<file path="config.mk">
export PLATFORM = sky130hd
export DESIGN_NAME = tfc_top
export DESIGN_NICKNAME = d
export VERILOG_FILES = /design/src/tfc_timer_core.v /design/src/tfc_top.v
export VERILOG_INCLUDE_DIRS = /design/src
export SDC_FILE = /design/constraint.sdc
export NUM_CORES = 1
export LEC_CHECK = 0
export BUFFER_PORTS_ARGS = -buffer_cell sky130_fd_sc_hd__buf_2
export CAP_MARGIN = 20
export CORE_MARGIN = 2
export CORE_UTILIZATION = 57
export CTS_CLUSTER_DIAMETER = 30
export DETAILED_ROUTE_END_ITERATION = 8
export PLACE_DENSITY = 0.77
export SLEW_MARGIN = 40
export SYNTH_ARGS = -nofsm -noshare
export SYNTH_HDL_FRONTEND = slang
export SYNTH_HIERARCHICAL = 1
export SYNTH_SLANG_ARGS = --single-unit
</file>
<file path="constraint.sdc">
create_clock -name pclk -period 2.7 [get_ports pclk]
set_input_delay 0 -clock pclk [delete_from_list [all_inputs] [get_ports pclk]]
set_output_delay 0 -clock pclk [all_outputs]
set_load 0.005 [all_outputs]
</file>
<file path="src/tfc_consts.vh">
// Purpose: Named constants for the timer flag and asynchronous clock control block.
// Assumes: Offsets are register indices; the APB byte address is four times the index.
// Notes: Definitions only.
`ifndef TFC_CONSTS_VH
`define TFC_CONSTS_VH
`define TFC_IDX_FLAGS 8'h37
`define TFC_IDX_PSC_CTL 8'h43
`define TFC_IDX_ASYNC 8'hb6
`define TFC_IDX_MASK 8'h70
`define TFC_IDX_CNT 8'hb2
`define TFC_IDX_CMPA 8'hb3
`define TFC_IDX_CMPB 8'hb4
`define TFC_IDX_CTLA 8'hb0
`define TFC_IDX_CTLB 8'hb1
`define TFC_IDX_GIE 8'hc0
`define TFC_IDX_VEC 8'hc1
`define TFC_BIT_OVF 0
`define TFC_BIT_CMPA 1
`define TFC_BIT_CMPB 2
`define TFC_BIT_EXT_CLK 6
`define TFC_BIT_ASEL 5
`define TFC_BIT_PSR 1
`define TFC_BIT_HOLD 7
`define TFC_UB_CNT 4
`define TFC_UB_CMPA 3
`define TFC_UB_CMPB 2
`define TFC_UB_CTLA 1
`define TFC_UB_CTLB 0
`define TFC_RST_BYTE 8'h00
`define TFC_BOTTOM 8'h00
`define TFC_TOP 8'hff
`define TFC_WGM_PC 2'h1
`define TFC_ZERO32 32'h0000_0000
`endif

</file>
<file path="src/tfc_timer_core.v">
// Purpose: Clocked timer counter with prescaler, compare and event pulses.
// Assumes: Runs on pclk; tick_en is a one-cycle timer clock enable.
// Notes: Phase correct mode reverses at top and bottom.
`timescale 1ns/10ps
`include "tfc_consts.vh"
module tfc_timer_core (
  // Clock and reset
  input wire pclk,
  input wire presetn,
  // Control
  input wire tick_en,
  input wire pre_clr,
  input wire [2:0] clk_sel,
  input wire phase_correct,
  input wire cnt_wr,
  input wire [7:0] cnt_wdata,
  input wire [7:0] cmp_a,
  input wire [7:0] cmp_b,
  // Status
  output reg [7:0] cnt_q,
  output reg ovf_ev,
  output reg cmpa_ev,
  output reg cmpb_ev
);
  reg [9:0] pre_q;
  reg down_q;
  reg block_q;
  reg step;
  wire [9:0] pre_d;
  assign pre_d = pre_q + 10'h001;
  always @*
  begin
    case (clk_sel)
      3'h1: step = tick_en;
      3'h2: step = tick_en & (pre_q[2:0] == 3'h7);
      3'h3: step = tick_en & (pre_q[4:0] == 5'h1f);
      3'h4: step = tick_en & (pre_q[5:0] == 6'h3f);
      3'h5: step = tick_en & (pre_q[6:0] == 7'h7f);
      3'h6: step = tick_en & (pre_q[7:0] == 8'hff);
      3'h7: step = tick_en & (pre_q == 10'h3ff);
      default: step = 1'b0;
    endcase
  end
  always @(posedge pclk or negedge presetn)
  begin
    if (!presetn)
    begin
      pre_q <= 10'h000;
      cnt_q <= `TFC_RST_BYTE;
      down_q <= 1'b0;
      block_q <= 1'b0;
      ovf_ev <= 1'b0;
      cmpa_ev <= 1'b0;
      cmpb_ev <= 1'b0;
    end
    else
    begin
      ovf_ev <= 1'b0;
      cmpa_ev <= 1'b0;
      cmpb_ev <= 1'b0;
      if (pre_clr)
        pre_q <= 10'h000;
      else if (tick_en)
        pre_q <= pre_d;
      if (cnt_wr)
      begin
        cnt_q <= cnt_wdata;
        block_q <= 1'b1;
      end
      else if (step)
      begin
        block_q <= 1'b0;
        cmpa_ev <= ~block_q & (cnt_q == cmp_a);
        cmpb_ev <= ~block_q & (cnt_q == cmp_b);
        if (phase_correct)
        begin
          if (down_q && cnt_q == `TFC_BOTTOM)
          begin
            down_q <= 1'b0;
            ovf_ev <= 1'b1;
            cnt_q <= cnt_q + 8'h01;
          end
          else if (!down_q && cnt_q == `TFC_TOP)
          begin
            down_q <= 1'b1;
            cnt_q <= cnt_q - 8'h01;
          end
          else if (down_q)
            cnt_q <= cnt_q - 8'h01;
          else
            cnt_q <= cnt_q + 8'h01;
        end
        else
        begin
          down_q <= 1'b0;
          ovf_ev <= (cnt_q == `TFC_TOP);
          cnt_q <= cnt_q + 8'h01;
        end
      end
    end
  end
endmodule // tfc_timer_core

</file>
<file path="src/tfc_top.v">
// Purpose: Flag, interrupt and asynchronous clock control for an 8-bit two-channel timer.
// Assumes: APB slave on pclk; the low speed clock pin is sampled through three flip-flops.
// Notes: Busy bits track a handoff delay into the slow domain of three slow ticks.
// How it works
// - Compare flags B (bit 2) and A (bit 1) set when counter equals compare.
// - Overflow flag, bit 0, sets when counter overflows.
// - Each event flag clears when the processor vectors to its handler.
// - Writing one clears an event flag; zero leaves it.
// - Interrupt needs global enable, event enable and event flag all one.
// - In up/down PWM, overflow flag sets on reversal at bottom.
// - Status register top bit reads zero.
// - External clock bit enables input buffer when select bit is one; crystal runs only when it is zero.
// - Select bit zero uses I/O clock; one uses the oscillator pin.
// - Switching clock source may corrupt counter, compare and control registers.
// - Asynchronous writes set update-busy bits 4..0 until transferred.
// - Async reads: counter gives live value; others give temporary storage.
// - Writing one to prescaler reset bit 1 resets prescaler, then self-clears.
// - In async mode the reset bit stays one until done there.
// - While sync hold bit 7 is set, the reset bit is not cleared.
// - Mask register bits 0,1,2 enable overflow, compare A, compare B.
// - Counter write suppresses the compare match on the next timer clock.
//
// Added by the designer: register access over APB.
`timescale 1ns/10ps
`include "tfc_consts.vh"
module tfc_top (
  // APB clock and reset
  input wire pclk,
  input wire presetn,
  // APB slave
  input wire psel,
  input wire penable,
  input wire pwrite,
  input wire [11:0] paddr,
  input wire [31:0] pwdata,
  output reg [31:0] prdata,
  output wire pready,
  output wire pslverr,
  // Oscillator pin and analog controls
  input wire osc_input_pin,
  output wire ext_buf_en,
  output wire xtal_osc_en,
  // Interrupt vectoring
  input wire [2:0] vector_ack,
  output wire [2:0] irq_req,
  // Timer outputs
  output wire [7:0] counter_value
);
  reg [7:0] flags_q;
  reg [2:0] irq_mask_q;
  reg gie_q;
  reg ext_clock_input_enable_q;
  reg async_clock_select_q;
  reg sync_hold_mode_q;
  reg async_prescaler_reset_q;
  // Software-visible copies held while an asynchronous handoff is pending.
  reg [7:0] tmp_cmpa_q;
  reg [7:0] tmp_cmpb_q;
  reg [7:0] tmp_ctla_q;
  reg [7:0] tmp_ctlb_q;
  reg [7:0] tmp_cnt_q;
  // Working copies that the timer core actually uses.
  reg [7:0] compare_a_value_q;
  reg [7:0] compare_b_value_q;
  reg [7:0] control_a_q;
  reg [7:0] control_b_q;
  reg [4:0] busy_q;
  reg [1:0] slow_tick_q;
  reg osc_s1_q;
  reg osc_s2_q;
  reg osc_s3_q;
  reg [31:0] rdata_d;

  wire acc;
  wire wr;
  wire [7:0] idx;
  wire [7:0] wb;
  wire flag_wr;
  wire psc_wr;
  wire async_wr;
  wire slow_edge;
  wire tick_en;
  wire cnt_load;
  wire ovf_ev;
  wire cmpa_ev;
  wire cmpb_ev;
  wire [2:0] ev;
  wire [2:0] flags_d;
  wire [7:0] async_rd;

  // Every access completes in one cycle, so the bus never stalls or errors.
  assign acc = psel & penable;
  assign wr = acc & pwrite;
  assign idx = paddr[9:2];
  assign wb = pwdata[7:0];
  assign flag_wr = wr & (idx == `TFC_IDX_FLAGS);
  assign psc_wr = wr & (idx == `TFC_IDX_PSC_CTL);
  assign async_wr = wr & (idx == `TFC_IDX_ASYNC);
  assign pready = 1'b1;
  assign pslverr = 1'b0;

  // The oscillator pin is sampled; the second and third stages feed the edge detector.
  always @(posedge pclk or negedge presetn)
  begin
    if (!presetn)
    begin
      osc_s1_q <= 1'b0;
      osc_s2_q <= 1'b0;
      osc_s3_q <= 1'b0;
    end
    else
    begin
      osc_s1_q <= osc_input_pin;
      osc_s2_q <= osc_s1_q;
      osc_s3_q <= osc_s2_q;
    end
  end

  // A rising edge of the synchronised pin is one slow timer clock.
  assign slow_edge = osc_s2_q & ~osc_s3_q;
  // The slow clock only acts as a step enable, so the whole block stays on pclk.
  assign tick_en = async_clock_select_q ? slow_edge : 1'b1;
  assign ext_buf_en = ext_clock_input_enable_q & async_clock_select_q;
  assign xtal_osc_en = async_clock_select_q & ~ext_clock_input_enable_q;
  // A counter write in async mode lands once the busy bit drops.
  assign cnt_load = async_clock_select_q ?
    (busy_q[`TFC_UB_CNT] & slow_edge & slow_tick_q[1]) :
    (wr & idx == `TFC_IDX_CNT);

  tfc_timer_core u_core (
    .pclk(pclk),
    .presetn(presetn),
    .tick_en(tick_en),
    .pre_clr(async_prescaler_reset_q),
    .clk_sel(control_b_q[2:0]),
    .phase_correct(control_a_q[1:0] == `TFC_WGM_PC),
    .cnt_wr(cnt_load),
    .cnt_wdata(async_clock_select_q ? tmp_cnt_q : wb),
    .cmp_a(compare_a_value_q),
    .cmp_b(compare_b_value_q),
    .cnt_q(counter_value),
    .ovf_ev(ovf_ev),
    .cmpa_ev(cmpa_ev),
    .cmpb_ev(cmpb_ev)
  );

  assign ev = {cmpb_ev, cmpa_ev, ovf_ev};
  // Event flags: a set in the same cycle as a clear wins, so no event is lost to a
  // late acknowledge or a software clear.
  genvar gi;
  generate
    for (gi = 0; gi < 3; gi = gi + 1)
    begin : g_flag
      assign flags_d[gi] = ev[gi] |
        (flags_q[gi] & ~vector_ack[gi] & ~(flag_wr & wb[gi]));
    end
  endgenerate
  always @(posedge pclk or negedge presetn)
  begin
    if (!presetn)
      flags_q <= `TFC_RST_BYTE;
    else
    begin
      flags_q[7:3] <= 5'h00;
      flags_q[2:0] <= flags_d;
    end
  end
  assign irq_req = {3{gie_q}} & irq_mask_q & flags_q[2:0];

  // Control registers and the temporary storage path.
  always @(posedge pclk or negedge presetn)
  begin
    if (!presetn)
    begin
      irq_mask_q <= 3'h0;
      gie_q <= 1'b0;
      ext_clock_input_enable_q <= 1'b0;
      async_clock_select_q <= 1'b0;
      sync_hold_mode_q <= 1'b0;
      async_prescaler_reset_q <= 1'b0;
      tmp_cmpa_q <= `TFC_RST_BYTE;
      tmp_cmpb_q <= `TFC_RST_BYTE;
      tmp_ctla_q <= `TFC_RST_BYTE;
      tmp_ctlb_q <= `TFC_RST_BYTE;
      tmp_cnt_q <= `TFC_RST_BYTE;
      compare_a_value_q <= `TFC_RST_BYTE;
      compare_b_value_q <= `TFC_RST_BYTE;
      control_a_q <= `TFC_RST_BYTE;
      control_b_q <= `TFC_RST_BYTE;
      busy_q <= 5'h00;
      slow_tick_q <= 2'h0;
    end
    else
    begin
      if (wr && idx == `TFC_IDX_MASK)
        irq_mask_q <= wb[2:0];
      if (wr && idx == `TFC_IDX_GIE)
        gie_q <= wb[0];
      if (async_wr)
      begin
        ext_clock_input_enable_q <= wb[`TFC_BIT_EXT_CLK];
        // Switching source leaves timer registers as they are; contents not guaranteed.
        async_clock_select_q <= wb[`TFC_BIT_ASEL];
        busy_q <= 5'h00;
      end
      // Busy window: count two slow edges after the first pending write, then transfer on the third.
      if (|busy_q && slow_edge)
        slow_tick_q <= slow_tick_q + 2'h1;
      if (async_clock_select_q && slow_edge && slow_tick_q[1])
      begin
        if (busy_q[`TFC_UB_CMPA])
          compare_a_value_q <= tmp_cmpa_q;
        if (busy_q[`TFC_UB_CMPB])
          compare_b_value_q <= tmp_cmpb_q;
        if (busy_q[`TFC_UB_CTLA])
          control_a_q <= tmp_ctla_q;
        if (busy_q[`TFC_UB_CTLB])
          control_b_q <= tmp_ctlb_q;
        busy_q <= 5'h00;
        slow_tick_q <= 2'h0;
      end
      if (wr && idx == `TFC_IDX_CMPA)
      begin
        tmp_cmpa_q <= wb;
        if (async_clock_select_q)
          busy_q[`TFC_UB_CMPA] <= 1'b1;
        else
          compare_a_value_q <= wb;
      end
      if (wr && idx == `TFC_IDX_CMPB)
      begin
        tmp_cmpb_q <= wb;
        if (async_clock_select_q)
          busy_q[`TFC_UB_CMPB] <= 1'b1;
        else
          compare_b_value_q <= wb;
      end
      if (wr && idx == `TFC_IDX_CTLA)
      begin
        tmp_ctla_q <= wb;
        if (async_clock_select_q)
          busy_q[`TFC_UB_CTLA] <= 1'b1;
        else
          control_a_q <= wb;
      end
      if (wr && idx == `TFC_IDX_CTLB)
      begin
        tmp_ctlb_q <= wb;
        if (async_clock_select_q)
          busy_q[`TFC_UB_CTLB] <= 1'b1;
        else
          control_b_q <= wb;
      end
      if (wr && idx == `TFC_IDX_CNT)
      begin
        tmp_cnt_q <= wb;
        if (async_clock_select_q)
          busy_q[`TFC_UB_CNT] <= 1'b1;
      end
      // The hold bit keeps the prescaler in reset so several timers can start together.
      if (psc_wr)
      begin
        sync_hold_mode_q <= wb[`TFC_BIT_HOLD];
        async_prescaler_reset_q <= wb[`TFC_BIT_PSR];
      end
      else if (async_prescaler_reset_q && !sync_hold_mode_q)
      begin
        // In async mode the clear waits for a slow edge to confirm the reset.
        if (!async_clock_select_q || slow_edge)
          async_prescaler_reset_q <= 1'b0;
      end
    end
  end

  // The reserved top bit of the status byte is tied low.
  assign async_rd = {1'b0, ext_clock_input_enable_q, async_clock_select_q, busy_q};
  always @*
  begin
    rdata_d = `TFC_ZERO32;
    case (idx)
      `TFC_IDX_FLAGS: rdata_d[7:0] = flags_q;
      `TFC_IDX_PSC_CTL: rdata_d[7:0] = {sync_hold_mode_q, 5'h00, async_prescaler_reset_q, 1'b0};
      `TFC_IDX_ASYNC: rdata_d[7:0] = async_rd;
      `TFC_IDX_MASK: rdata_d[2:0] = irq_mask_q;
      `TFC_IDX_GIE: rdata_d[0] = gie_q;
      `TFC_IDX_CNT: rdata_d[7:0] = counter_value;
      `TFC_IDX_CMPA: rdata_d[7:0] = tmp_cmpa_q;
      `TFC_IDX_CMPB: rdata_d[7:0] = tmp_cmpb_q;
      `TFC_IDX_CTLA: rdata_d[7:0] = tmp_ctla_q;
      `TFC_IDX_CTLB: rdata_d[7:0] = tmp_ctlb_q;
      default: rdata_d = `TFC_ZERO32;
    endcase
  end

  // Read data is captured in the setup cycle, so it already stands in the access phase.
  always @(posedge pclk or negedge presetn)
  begin
    if (!presetn)
      prdata <= `TFC_ZERO32;
    else if (psel && !penable && !pwrite)
      prdata <= rdata_d;
  end
endmodule // tfc_top

</file>
==> metrics.md, run 1 <==
| Metric | Value |
|---|---|
| Post-route setup slack | 215 ps |
| Flop2flop setup slack | 210 ps |
| Reg2Reg Capture Point | u_core/cnt_q[6]$_DFFE_PN0P_ |
| Reg clk slew, reported paths | 60 ps |
| Core Area | 0.0108 mm² |
| Worst-Margin Slew | 844 ps |
| Commonest non-fill, non-tap cell in the layout | dfrtp_1 |
| CTS H-tree depth | 4 |
| First-pass iteration count of the detailed router | 5 |
| Top_reg_cell synth | dfrtp_1 |
| # DRC | 0 |
| Setup TNS | 0 ps |
| Vias | 5132 |
| Starting Density | 58.3% |
| Final Hold Viols | 0 |
| Max-Cap Viols | 0 |
| # rows | 38 |
| Worst R2R Start | u_core/cnt_q[0]$_DFFE_PN0P_ |
| Status | complete, no violations |
| Hold Path Sink | prdata[2]$_DFFE_PN0P_ |
| Hold slack final | 33.3 ps |
| Vias in the first global route | 5116 |
| Synth cell types | 72 |
| Post-CTS setup repair buffer count | 0 |
| CTS sink count | 113 |
| Final Skew | 5.11 ps |
| Synth async-reset ratio | 100% |
| Maximum root-to-sink buffer count | 2 |
| Tcrit/Tclk final | 92.1% |
| Post-route ant nets | 0 |
| Routing usage on met2 | 47.2% |
| Clk_lat worst skew | 520 ps |
| M1 GR Usage | 35.7% |
| Initial DRC count | 475 |
| First-pass GRT wire length | 25600 µm |
| P&R area growth vs syn | 18.2% |
| Tot GR Track Use | 28.4% |
| Register area share after synthesis | 44.7% |
| Number of warnings issued by yosys | 6 |
| Global route hottest layer | met2 |
| Critical path peak fanout | 10 |
| Nets@finish | 740 |
| R2R cell count | 7 |
| Die Y | 109 µm |
| Setup CP Type | register to register |
| Number of port buffers | 45 |
| Largest net degree at the start of global routing | 61 |
| Post-Syn Area | 0.00632 mm² |
| Final setup viols | 0 |
| Fillers | 769 |
| CTS Buf Count | 17 |
| Pins Over Slew Limit | 0 |
| CP endpoint kind | register |
| Most frequent cells in the layout | dfrtp_1, mux2_2, nor2_1 |
| Vias per cell | 6.15 |
| RSZ-0062 raised after global routing | false |
| Average wire per standard cell | 19.2 µm |
| Crit path arrival time | 2900 ps |
| Post-DP HPWL | 10700 µm |
| Die W | 109 µm |
| Max VDD drop | 585 µV |
| Number of flops mapped to enable cells by yosys | 0 |
| Total congestion overflow | 0 |
| Worst setup SP type | register |
| Static Leak | 3.60 nW |
| RePlAce Congestion | 0.908 |
| #FFs+latches synth | 113 |
| Antenna violations before repair | 0 |
| Fin crit period | 2490 ps |
| Worst slack at placement | 207 ps |
| Post-Synthesis Cells | 606 |
| Worst hold start | psel |
| Worst hold-check path type | input pin to register |
| Final WL | 16000 µm |
| Die footprint | 0.0119 mm² |
| Slew margin rel. | 43.3% |
| Layout cells sized above 1 | 25.5% |
| Global-route track usage on met3 | 6.94% |
| CTS tree | built |
| Mean post-synth cell area | 10.4 µm² |
| Root Driver | clkbuf_8 |
| PD cells | 603 mW/mm² |
| Ports | 100 |
| Max frequency | 0.402 GHz |
| Critical Path RT | 3120 ps |
| N_diodes | 0 |
| Cell depth of the worst min-delay path | 3 |
routing by layer:
layer / share of wire, % / up-vias
met5: 0 / -
met4: 2.7 / 0
met3: 8.6 / 48
met2: 49 / 277
met1: 40 / 2509
li1: - / 2298
per-stage QoR:
step                cells  utilization, %  power (W)  area (µm²)
floorplan             630               -    0.00216        6410
global route          835            68.9    0.00467        7470
CTS                   835            68.8    0.00451        7460
detailed placement    779            61.2    0.00231        6630
finish                835            68.9    0.00450        7470
global placement      779            61.2    0.00228        6630
cell type report:
cell class / count / area, µm² / share of cell area [%]
inverters: 18 / 67.6 / 0.905
multi-input cells: 443 / 3180 / 42.6
flip-flops and latches: 113 / 2830 / 37.9
repair buffers: 89 / 631 / 8.44
well taps: 140 / 175 / 2.35
clock buffers: 20 / 455 / 6.10
clock inverters: 12 / 134 / 1.79
worst max path at each step:
stage                                startpoint                           to  slack, ps  cells after the start
floorplan           u_core/cnt_q[5]$_DFFE_PN0P_  u_core/cnt_q[5]$_DFFE_PN0P_        400                      6
CTS                 u_core/pre_q[0]$_DFFE_PN0P_  u_core/cnt_q[6]$_DFFE_PN0P_        200                      9
detailed placement  u_core/pre_q[0]$_DFFE_PN0P_  u_core/cnt_q[2]$_DFFE_PN0P_        210                      9
global route        u_core/cnt_q[0]$_DFFE_PN0P_  u_core/cnt_q[6]$_DFFE_PN0P_         40                      7
global placement    u_core/cnt_q[0]$_DFFE_PN0P_  u_core/cnt_q[5]$_DFFE_PN0P_        370                      7
finish              u_core/cnt_q[0]$_DFFE_PN0P_  u_core/cnt_q[6]$_DFFE_PN0P_        210                      7
cells by family after synthesis:
group	share of synthesized area (%)
simple gates	17.9
flops	44.7
compound gates	11.3
mux	15.1
buf+inv	6.51
xor+xnor	3.33
fa+ha+maj	0.990
other cells	0.119
Yosys cell counts, types with 6 or more instances:
cell type / count / area, µm²
a2111oi_0: 6 / 52.6
a21o_1: 6 / 45.0
a21oi_1: 38 / 190
and3_1: 11 / 68.8
and3b_1: 7 / 61.3
buf_2: 8 / 40.0
buf_4: 27 / 203
clkbuf_1: 16 / 60.1
dfrtp_1: 113 / 2830
inv_1: 18 / 67.6
mux2_2: 53 / 597
mux2i_1: 28 / 280
nand2_1: 33 / 124
nand2b_1: 7 / 43.8
nand3_1: 27 / 135
nand4_1: 11 / 68.8
nor2_1: 52 / 195
nor2b_1: 9 / 56.3
nor3_1: 7 / 35.0
o21ai_0: 16 / 80.1
xnor2_1: 22 / 193
power by group:
| group | switching, W | internal [W] |
|---|---|---|
| Sequential | 0.0000797 | 0.00178 |
| Clock | 0.000807 | 0.00138 |
| Combinational | 0.000261 | 0.000193 |
worst max-delay path, stage by stage (launching register included):
cell	delay (ps)
dfrtp_1	410
inv_1	110
ha_1	240
or2b_2	360
o311ai_4	420
nand3_1	190
a2111oi_1	420
and3b_1	220
flip-flops by register name (all words and copies together), names as in the netlist, 8 cells and up:
| name | flops |
|---|---|
| u_core/pre_q | 10 |
| u_core/cnt_q | 8 |
| tmp_cmpb_q | 8 |
| tmp_ctla_q | 8 |
| tmp_ctlb_q | 8 |
| compare_a_value_q | 8 |
| tmp_cmpa_q | 8 |
| tmp_cnt_q | 8 |
| compare_b_value_q | 8 |
| prdata | 8 |
timing repair:
action / CTS / global route
hold endpoints to repair: 129 / 0
endpoints found under the setup margin: 0 / 3
hold buffers: 24 / 0
gates resized for setup: 0 / 2
No activity file was read; power rests on OpenSTA's default activity.
==> inputs of run 2 (changes only) <==
GPL_TIMING_DRIVEN = 0   (was not set)
==> run 2 against run 1 <==
  * Critical path depth rose by 2
  * Register-to-register slack got worse by 170 ps
  * Design area rose by 4.5%
  * Clock power rose by 15%
  * Utilization rose by 3.1 points
  * Total power rose by 8.8%
  * Largest power group unchanged
==> metrics.md, run 2 (synthesis results as in run 1) <==
| Metric | Value |
|---|---|
| WP buf/inv | 1 |
| Non-Filler Instances | 869 |
| Vias in the first global route | 5216 |
| Met1 wire length | 7090 µm |
| Nets@finish | 774 |
| Max Used Layer | met4 |
| Reg clk slew, reported paths | 60 ps |
| Final Skew | 9.04 ps |
| Commonest non-fill, non-tap cell in the layout | dfrtp_1 |
| Final setup viols | 0 |
| Cell area after placement | 0.00684 mm² |
| CP endpoint kind | register |
| Post-route ant nets | 0 |
| Vias per cell | 6.07 |
| Worst path cell trace | ha_1, and3_1, ha_1, and3b_1, nor4b_2, a41oi_2, buf_2, a21oi_1, a22o_1 |
| Tcrit/Tclk final | 98.5% |
| Critical Path RT | 3110 ps |
| Max-Cap Viols | 0 |
| Most frequent cells in the layout | dfrtp_1, mux2_2, buf_2, nor2_1, a21oi_1 |
| Slew margin rel. | 44.8% |
| CP peak stage delay | 440 ps |
| Hold slack final | 22.0 ps |
| Max frequency | 0.376 GHz |
| Layout cells sized above 1 | 28.4% |
| Root Driver | clkbuf_8 |
| P&R area growth vs syn | 23.5% |
| Met3 routed WL | 1160 µm |
| CTS Buf Count | 17 |
| Starting Density | 58.3% |
| Tot GR Track Use | 30.5% |
| Max VDD drop | 559 µV |
| Top reg by flops | u_core/pre_q |
| # rows | 38 |
| Worst hold-check path type | input pin to asynchronous set/reset pin |
| Die W | 109 µm |
| Core Area | 0.0108 mm² |
| Average wire per standard cell | 19.8 µm |
| Critical path peak fanout | 10 |
| Worst path most repeated cell | ha_1 |
| Die Y | 109 µm |
| CTS tree | built |
| PD cells | 628 mW/mm² |
| Initial DRC count | 498 |
| N_diodes | 0 |
| Max reg flops | 10 |
| Setup CP Type | register to register |
| Worst-Margin Slew | 822 ps |
| CTS sink count | 113 |
| RePlAce Congestion | 0.883 |
| Met2 wire len | 8540 µm |
| # DRC | 0 |
| Antenna violations before repair | 0 |
| Final WL | 17200 µm |
| First-pass iteration count of the detailed router | 6 |
| Die footprint | 0.0119 mm² |
| Fin area | 0.00780 mm² |
| Pins Over Slew Limit | 0 |
| Number of port buffers | 43 |
| Placed Cells | 814 |
| Maximum root-to-sink buffer count | 2 |
| Largest net degree at the start of global routing | 78 |
| Total congestion overflow | 0 |
| Fin crit period | 2660 ps |
| Critical path's slowest cell | dfrtp_1 |
| CP delay by family, top | compound AO/OA/AOI/OAI gates |
| Static Leak | 3.80 nW |
| Post-DP HPWL | 11200 µm |
| Clk_lat worst skew | 530 ps |
| Worst setup SP type | register |
| Ports | 100 |
| CTS H-tree depth | 4 |
| Status | complete, no violations |
| Vias | 5275 |
| Crit path arrival time | 3060 ps |
| First-pass GRT wire length | 27100 µm |
| Final Hold Viols | 0 |
==> run 2: path summary, 6_finish.rpt <==
check	startpoint	endpoint	slack (ps)	cells after the start
max reg2reg	u_core/pre_q[0]$_DFFE_PN0P_	u_core/cnt_q[1]$_DFFE_PN0P_	40	9
min reg2reg	osc_s1_q$_DFF_PN0_	osc_s2_q$_DFF_PN0_	350	0
max	u_core/pre_q[0]$_DFFE_PN0P_	u_core/cnt_q[1]$_DFFE_PN0P_	40	9
min	presetn	gie_q$_DFFE_PN0P_	20	3
min in group pclk	paddr[8]	flags_q[0]$_DFF_PN0_	40	4
max in group asynchronous	presetn	u_core/cnt_q[1]$_DFFE_PN0P_	2280	3
==> run 2: area by class of cell <==
class                      count  area (µm²)
timing repair buffer          69         505
inverter                      18        67.6
fill                         752        3040
sequential                   113        2830
tap                          140         175
clock inverter                 8         171
clock buffer                  24         500
buffer                        54         340
multi-input combinational    443        3210
==> run 2: repair_timing <==
| action | in CTS | in global routing |
|---|---|---|
| setup endpoints to repair | 11 | 13 |
| resized for setup | 2 | 13 |
| hold endpoints to repair | 158 | 0 |
| pin swaps | 0 | 1 |
| buffers inserted | 0 | 3 |
| hold buffers | 22 | 0 |
==> run 2: per-layer routing <==
metal  global-route usage, %  up-vias
li1                        -     2377
met1                    38.5     2626
met2                    50.4      225
met3                    7.41       47
met4                    12.8        0
met5                       0        -
==> run 2: stage by stage <==
| stage | worst slack, ps | util, % | total power (W) | setup TNS [ps] |
|---|---|---|---|---|
| after floorplan | 399 | - | 0.00216 | 0 |
| after global placement | -290 | 62.7 | 0.00230 | -2680 |
| after detailed placement | -328 | 63.1 | 0.00233 | -3430 |
| after CTS | 37.7 | 71.4 | 0.00490 | 0 |
| after global routing | -56.9 | 72.0 | 0.00505 | -159 |
| final | 41.7 | 72.0 | 0.00490 | 0 |
==> run 2: report_power, final <==
group	internal, W	switching, W
logic	0.000221	0.000276
clock network	0.00174	0.000782
registers	0.00178	0.000101
total	0.00374	0.00116
==> run 2: worst reg2reg max path: stages (launching register included) <==
cell and delay [ps]:
dfrtp_1 440, ha_1 280, and3_1 230, ha_1 210, and3b_1 230, nor4b_2 60, a41oi_2 420, buf_2 330
a21oi_1 120, a22o_1 220
==> inputs of run 3 (changes only) <==
CORE_UTILIZATION = 61   (was 57)
PLACE_DENSITY = 0.82   (was 0.77)
clock period = 3.2 ns   (was 2.7 ns; I/O delays follow)
==> run 3 against run 2 <==
  * Design area shrank 2.2%
  * Clock power shrank 26%
  * First-iteration DRC count grew 14%
  * Via count grew 0.19%
  * Critical endpoint is now u_core/cmpb_ev$_DFF_PN0_
  * Count of clock-buffer cells in the layout shrank 5
  * Total power shrank 21%
  * Critical path depth grew 1
  * Sequential cell count is the same
  * Clock skew shrank 2.1 ps
==> metrics.md, run 3 (synthesis results as in run 1) <==
| Metric | Value |
|---|---|
| Worst hold-check path type | input pin to asynchronous set/reset pin |
| Critical Path RT | 3580 ps |
| Slew margin rel. | 38.8% |
| Vias in the first global route | 5271 |
| Max reg flops | 10 |
| RSZ-0062 raised after global routing | false |
| CP delay by family, top | simple AND/OR/NAND/NOR gates |
| Critical path peak fanout | 10 |
| Antenna violations before repair | 0 |
| RePlAce Congestion | 0.909 |
| Largest net degree at the start of global routing | 60 |
| Pint | 0.00289 W |
| Commonest non-fill, non-tap cell in the layout | dfrtp_1 |
| Final WL | 16900 µm |
| Reg clk slew, reported paths | 60 ps |
| Tcrit/Tclk final | 93.9% |
| Clk_lat worst skew | 520 ps |
| Starting Density | 62.1% |
| Cell area after placement | 0.00683 mm² |
| Setup TNS | 0 ps |
| N_diodes | 0 |
| Worst-Margin Slew | 911 ps |
| Core Area | 0.0102 mm² |
| Max VDD drop | 394 µV |
| Power share of the combinational group | 10.7% |
| CP peak stage delay | 560 ps |
| Post-route ant nets | 0 |
| PD cells | 506 mW/mm² |
| Die Y | 106 µm |
| Fillers | 676 |
| CTS Buf Count | 17 |
| Max frequency | 0.333 GHz |
| Die footprint | 0.0112 mm² |
| Root Driver | clkbuf_8 |
| Setup CP Type | input pin to register |
| Ports | 100 |
| # rows | 37 |
| CTS tree | built |
| Average wire per standard cell | 19.6 µm |
| CTS H-tree depth | 4 |
| Total net switching power | 0.000975 W |
| Vias | 5285 |
| Worst setup SP type | input pin |
| Sequential share of power | 40.9% |
| P&R area growth vs syn | 20.8% |
| Layout cells sized above 1 | 26.7% |
| Power share of the clock group | 48.3% |
| Fin crit period | 3000 ps |
| Nets@finish | 771 |
| Pins Over Slew Limit | 0 |
| Final Skew | 6.97 ps |
| CP endpoint kind | register |
| First-pass iteration count of the detailed router | 5 |
| Critical path's slowest cell | dlygate4sd3_1 |
| Tot GR Track Use | 31.3% |
| Static Leak | 3.71 nW |
| Die W | 106 µm |
| Top reg by flops | u_core/pre_q |
| Switch share | 25.2% |
| Status | complete, no violations |
| Final setup viols | 0 |
| Most frequent cells in the layout | dfrtp_1, mux2_2, nor2_1 |
| WP buf/inv | 4 |
| Max-Cap Viols | 0 |
| Final Hold Viols | 0 |
| Number of port buffers | 43 |
| # DRC | 0 |
| Worst path most repeated cell | buf_2 |
| Crit path arrival time | 3380 ps |
| Fin area | 0.00763 mm² |
| First-pass GRT wire length | 26900 µm |
| Initial DRC count | 566 |
| Vias per cell | 6.13 |
| CTS sink count | 113 |
| Maximum root-to-sink buffer count | 2 |
| Total congestion overflow | 0 |
| Worst path cell trace | dlygate4sd3_1, buf_2, or2_1, buf_2, nor3_2, nand2_1, o21ai_1, clkbuf_1, nand2b_1, nor4_1 |
| Post-DP HPWL | 11500 µm |
-- run 3: cell types whose count changed in the layout (fill, tap and decap cells not counted), moves of 3 or more --
cell / previous run / this run
clkbuf_1: 13 / 17
clkbuf_8: 7 / 2
clkinvlp_4: 1 / 4
buf_4: 30 / 27
-- run 3: path summary, 6_finish.rpt --
path,start,endpoint,slack (ps),depth (start not counted)
setup / recovery,paddr[5],u_core/cmpb_ev$_DFF_PN0_,200,10
hold / removal,presetn,prdata[0]$_DFFE_PN0P_,20,2
setup reg to reg,async_clock_select_q$_DFFE_PN0P_,u_core/cmpb_ev$_DFF_PN0_,210,6
hold reg to reg,osc_s1_q$_DFF_PN0_,osc_s2_q$_DFF_PN0_,360,0
max in group asynchronous,presetn,compare_b_value_q[5]$_DFF_PN0_,2540,3
min in group pclk,paddr[8],flags_q[0]$_DFF_PN0_,30,4
-- run 3: repair_timing --
action / 4_1_cts / 5_1_grt
setup buffers: 0 / 0
resized for setup: 0 / 2
setup endpoints to repair: 0 / 11
hold buffers: 20 / 0
hold endpoints to repair: 158 / 0
-- run 3: stage by stage --
step	setup slack (ps)	total power (W)	utilization [%]	hold slack [ps]	cells
4_1_cts	104	0.00387	74.9	3.25	862
5_1_grt	83.2	0.00401	74.9	28.3	862
3_5_place_dp	156	0.00197	67.1	-44.4	810
3_3_place_gp	177	0.00194	66.7	109	809
6_report	195	0.00386	74.9	23.2	862
2_1_floorplan	899	0.00183	-	-296	630
-- run 3: cell type report --
type / count / area [µm²] / area share, %
plain buffers: 56 / 345 / 4.52
clock inverters: 13 / 161 / 2.11
multi-input cells: 443 / 3180 / 41.6
inverters: 18 / 67.6 / 0.885
clock buffers: 19 / 432 / 5.66
well taps: 136 / 170 / 2.23
repair buffers: 64 / 453 / 5.93
flip-flops and latches: 113 / 2830 / 37.0
-- run 3: metal layers --
layer	global-route usage (%)	routed length, µm
met1	38.8	6630
met2	51.9	8440
met3	9.03	1330
met4	11.9	485
met5	0	0
-- run 3: power groups by stage --
stage,Combinational (W),Sequential (W),Clock (W)
6_report,0.000415,0.00158,0.00187
2_1_floorplan,0.000248,0.00158,0
4_1_cts,0.000411,0.00158,0.00188
5_1_grt,0.000466,0.00159,0.00195
3_3_place_gp,0.000347,0.00159,0
3_5_place_dp,0.000374,0.00160,0
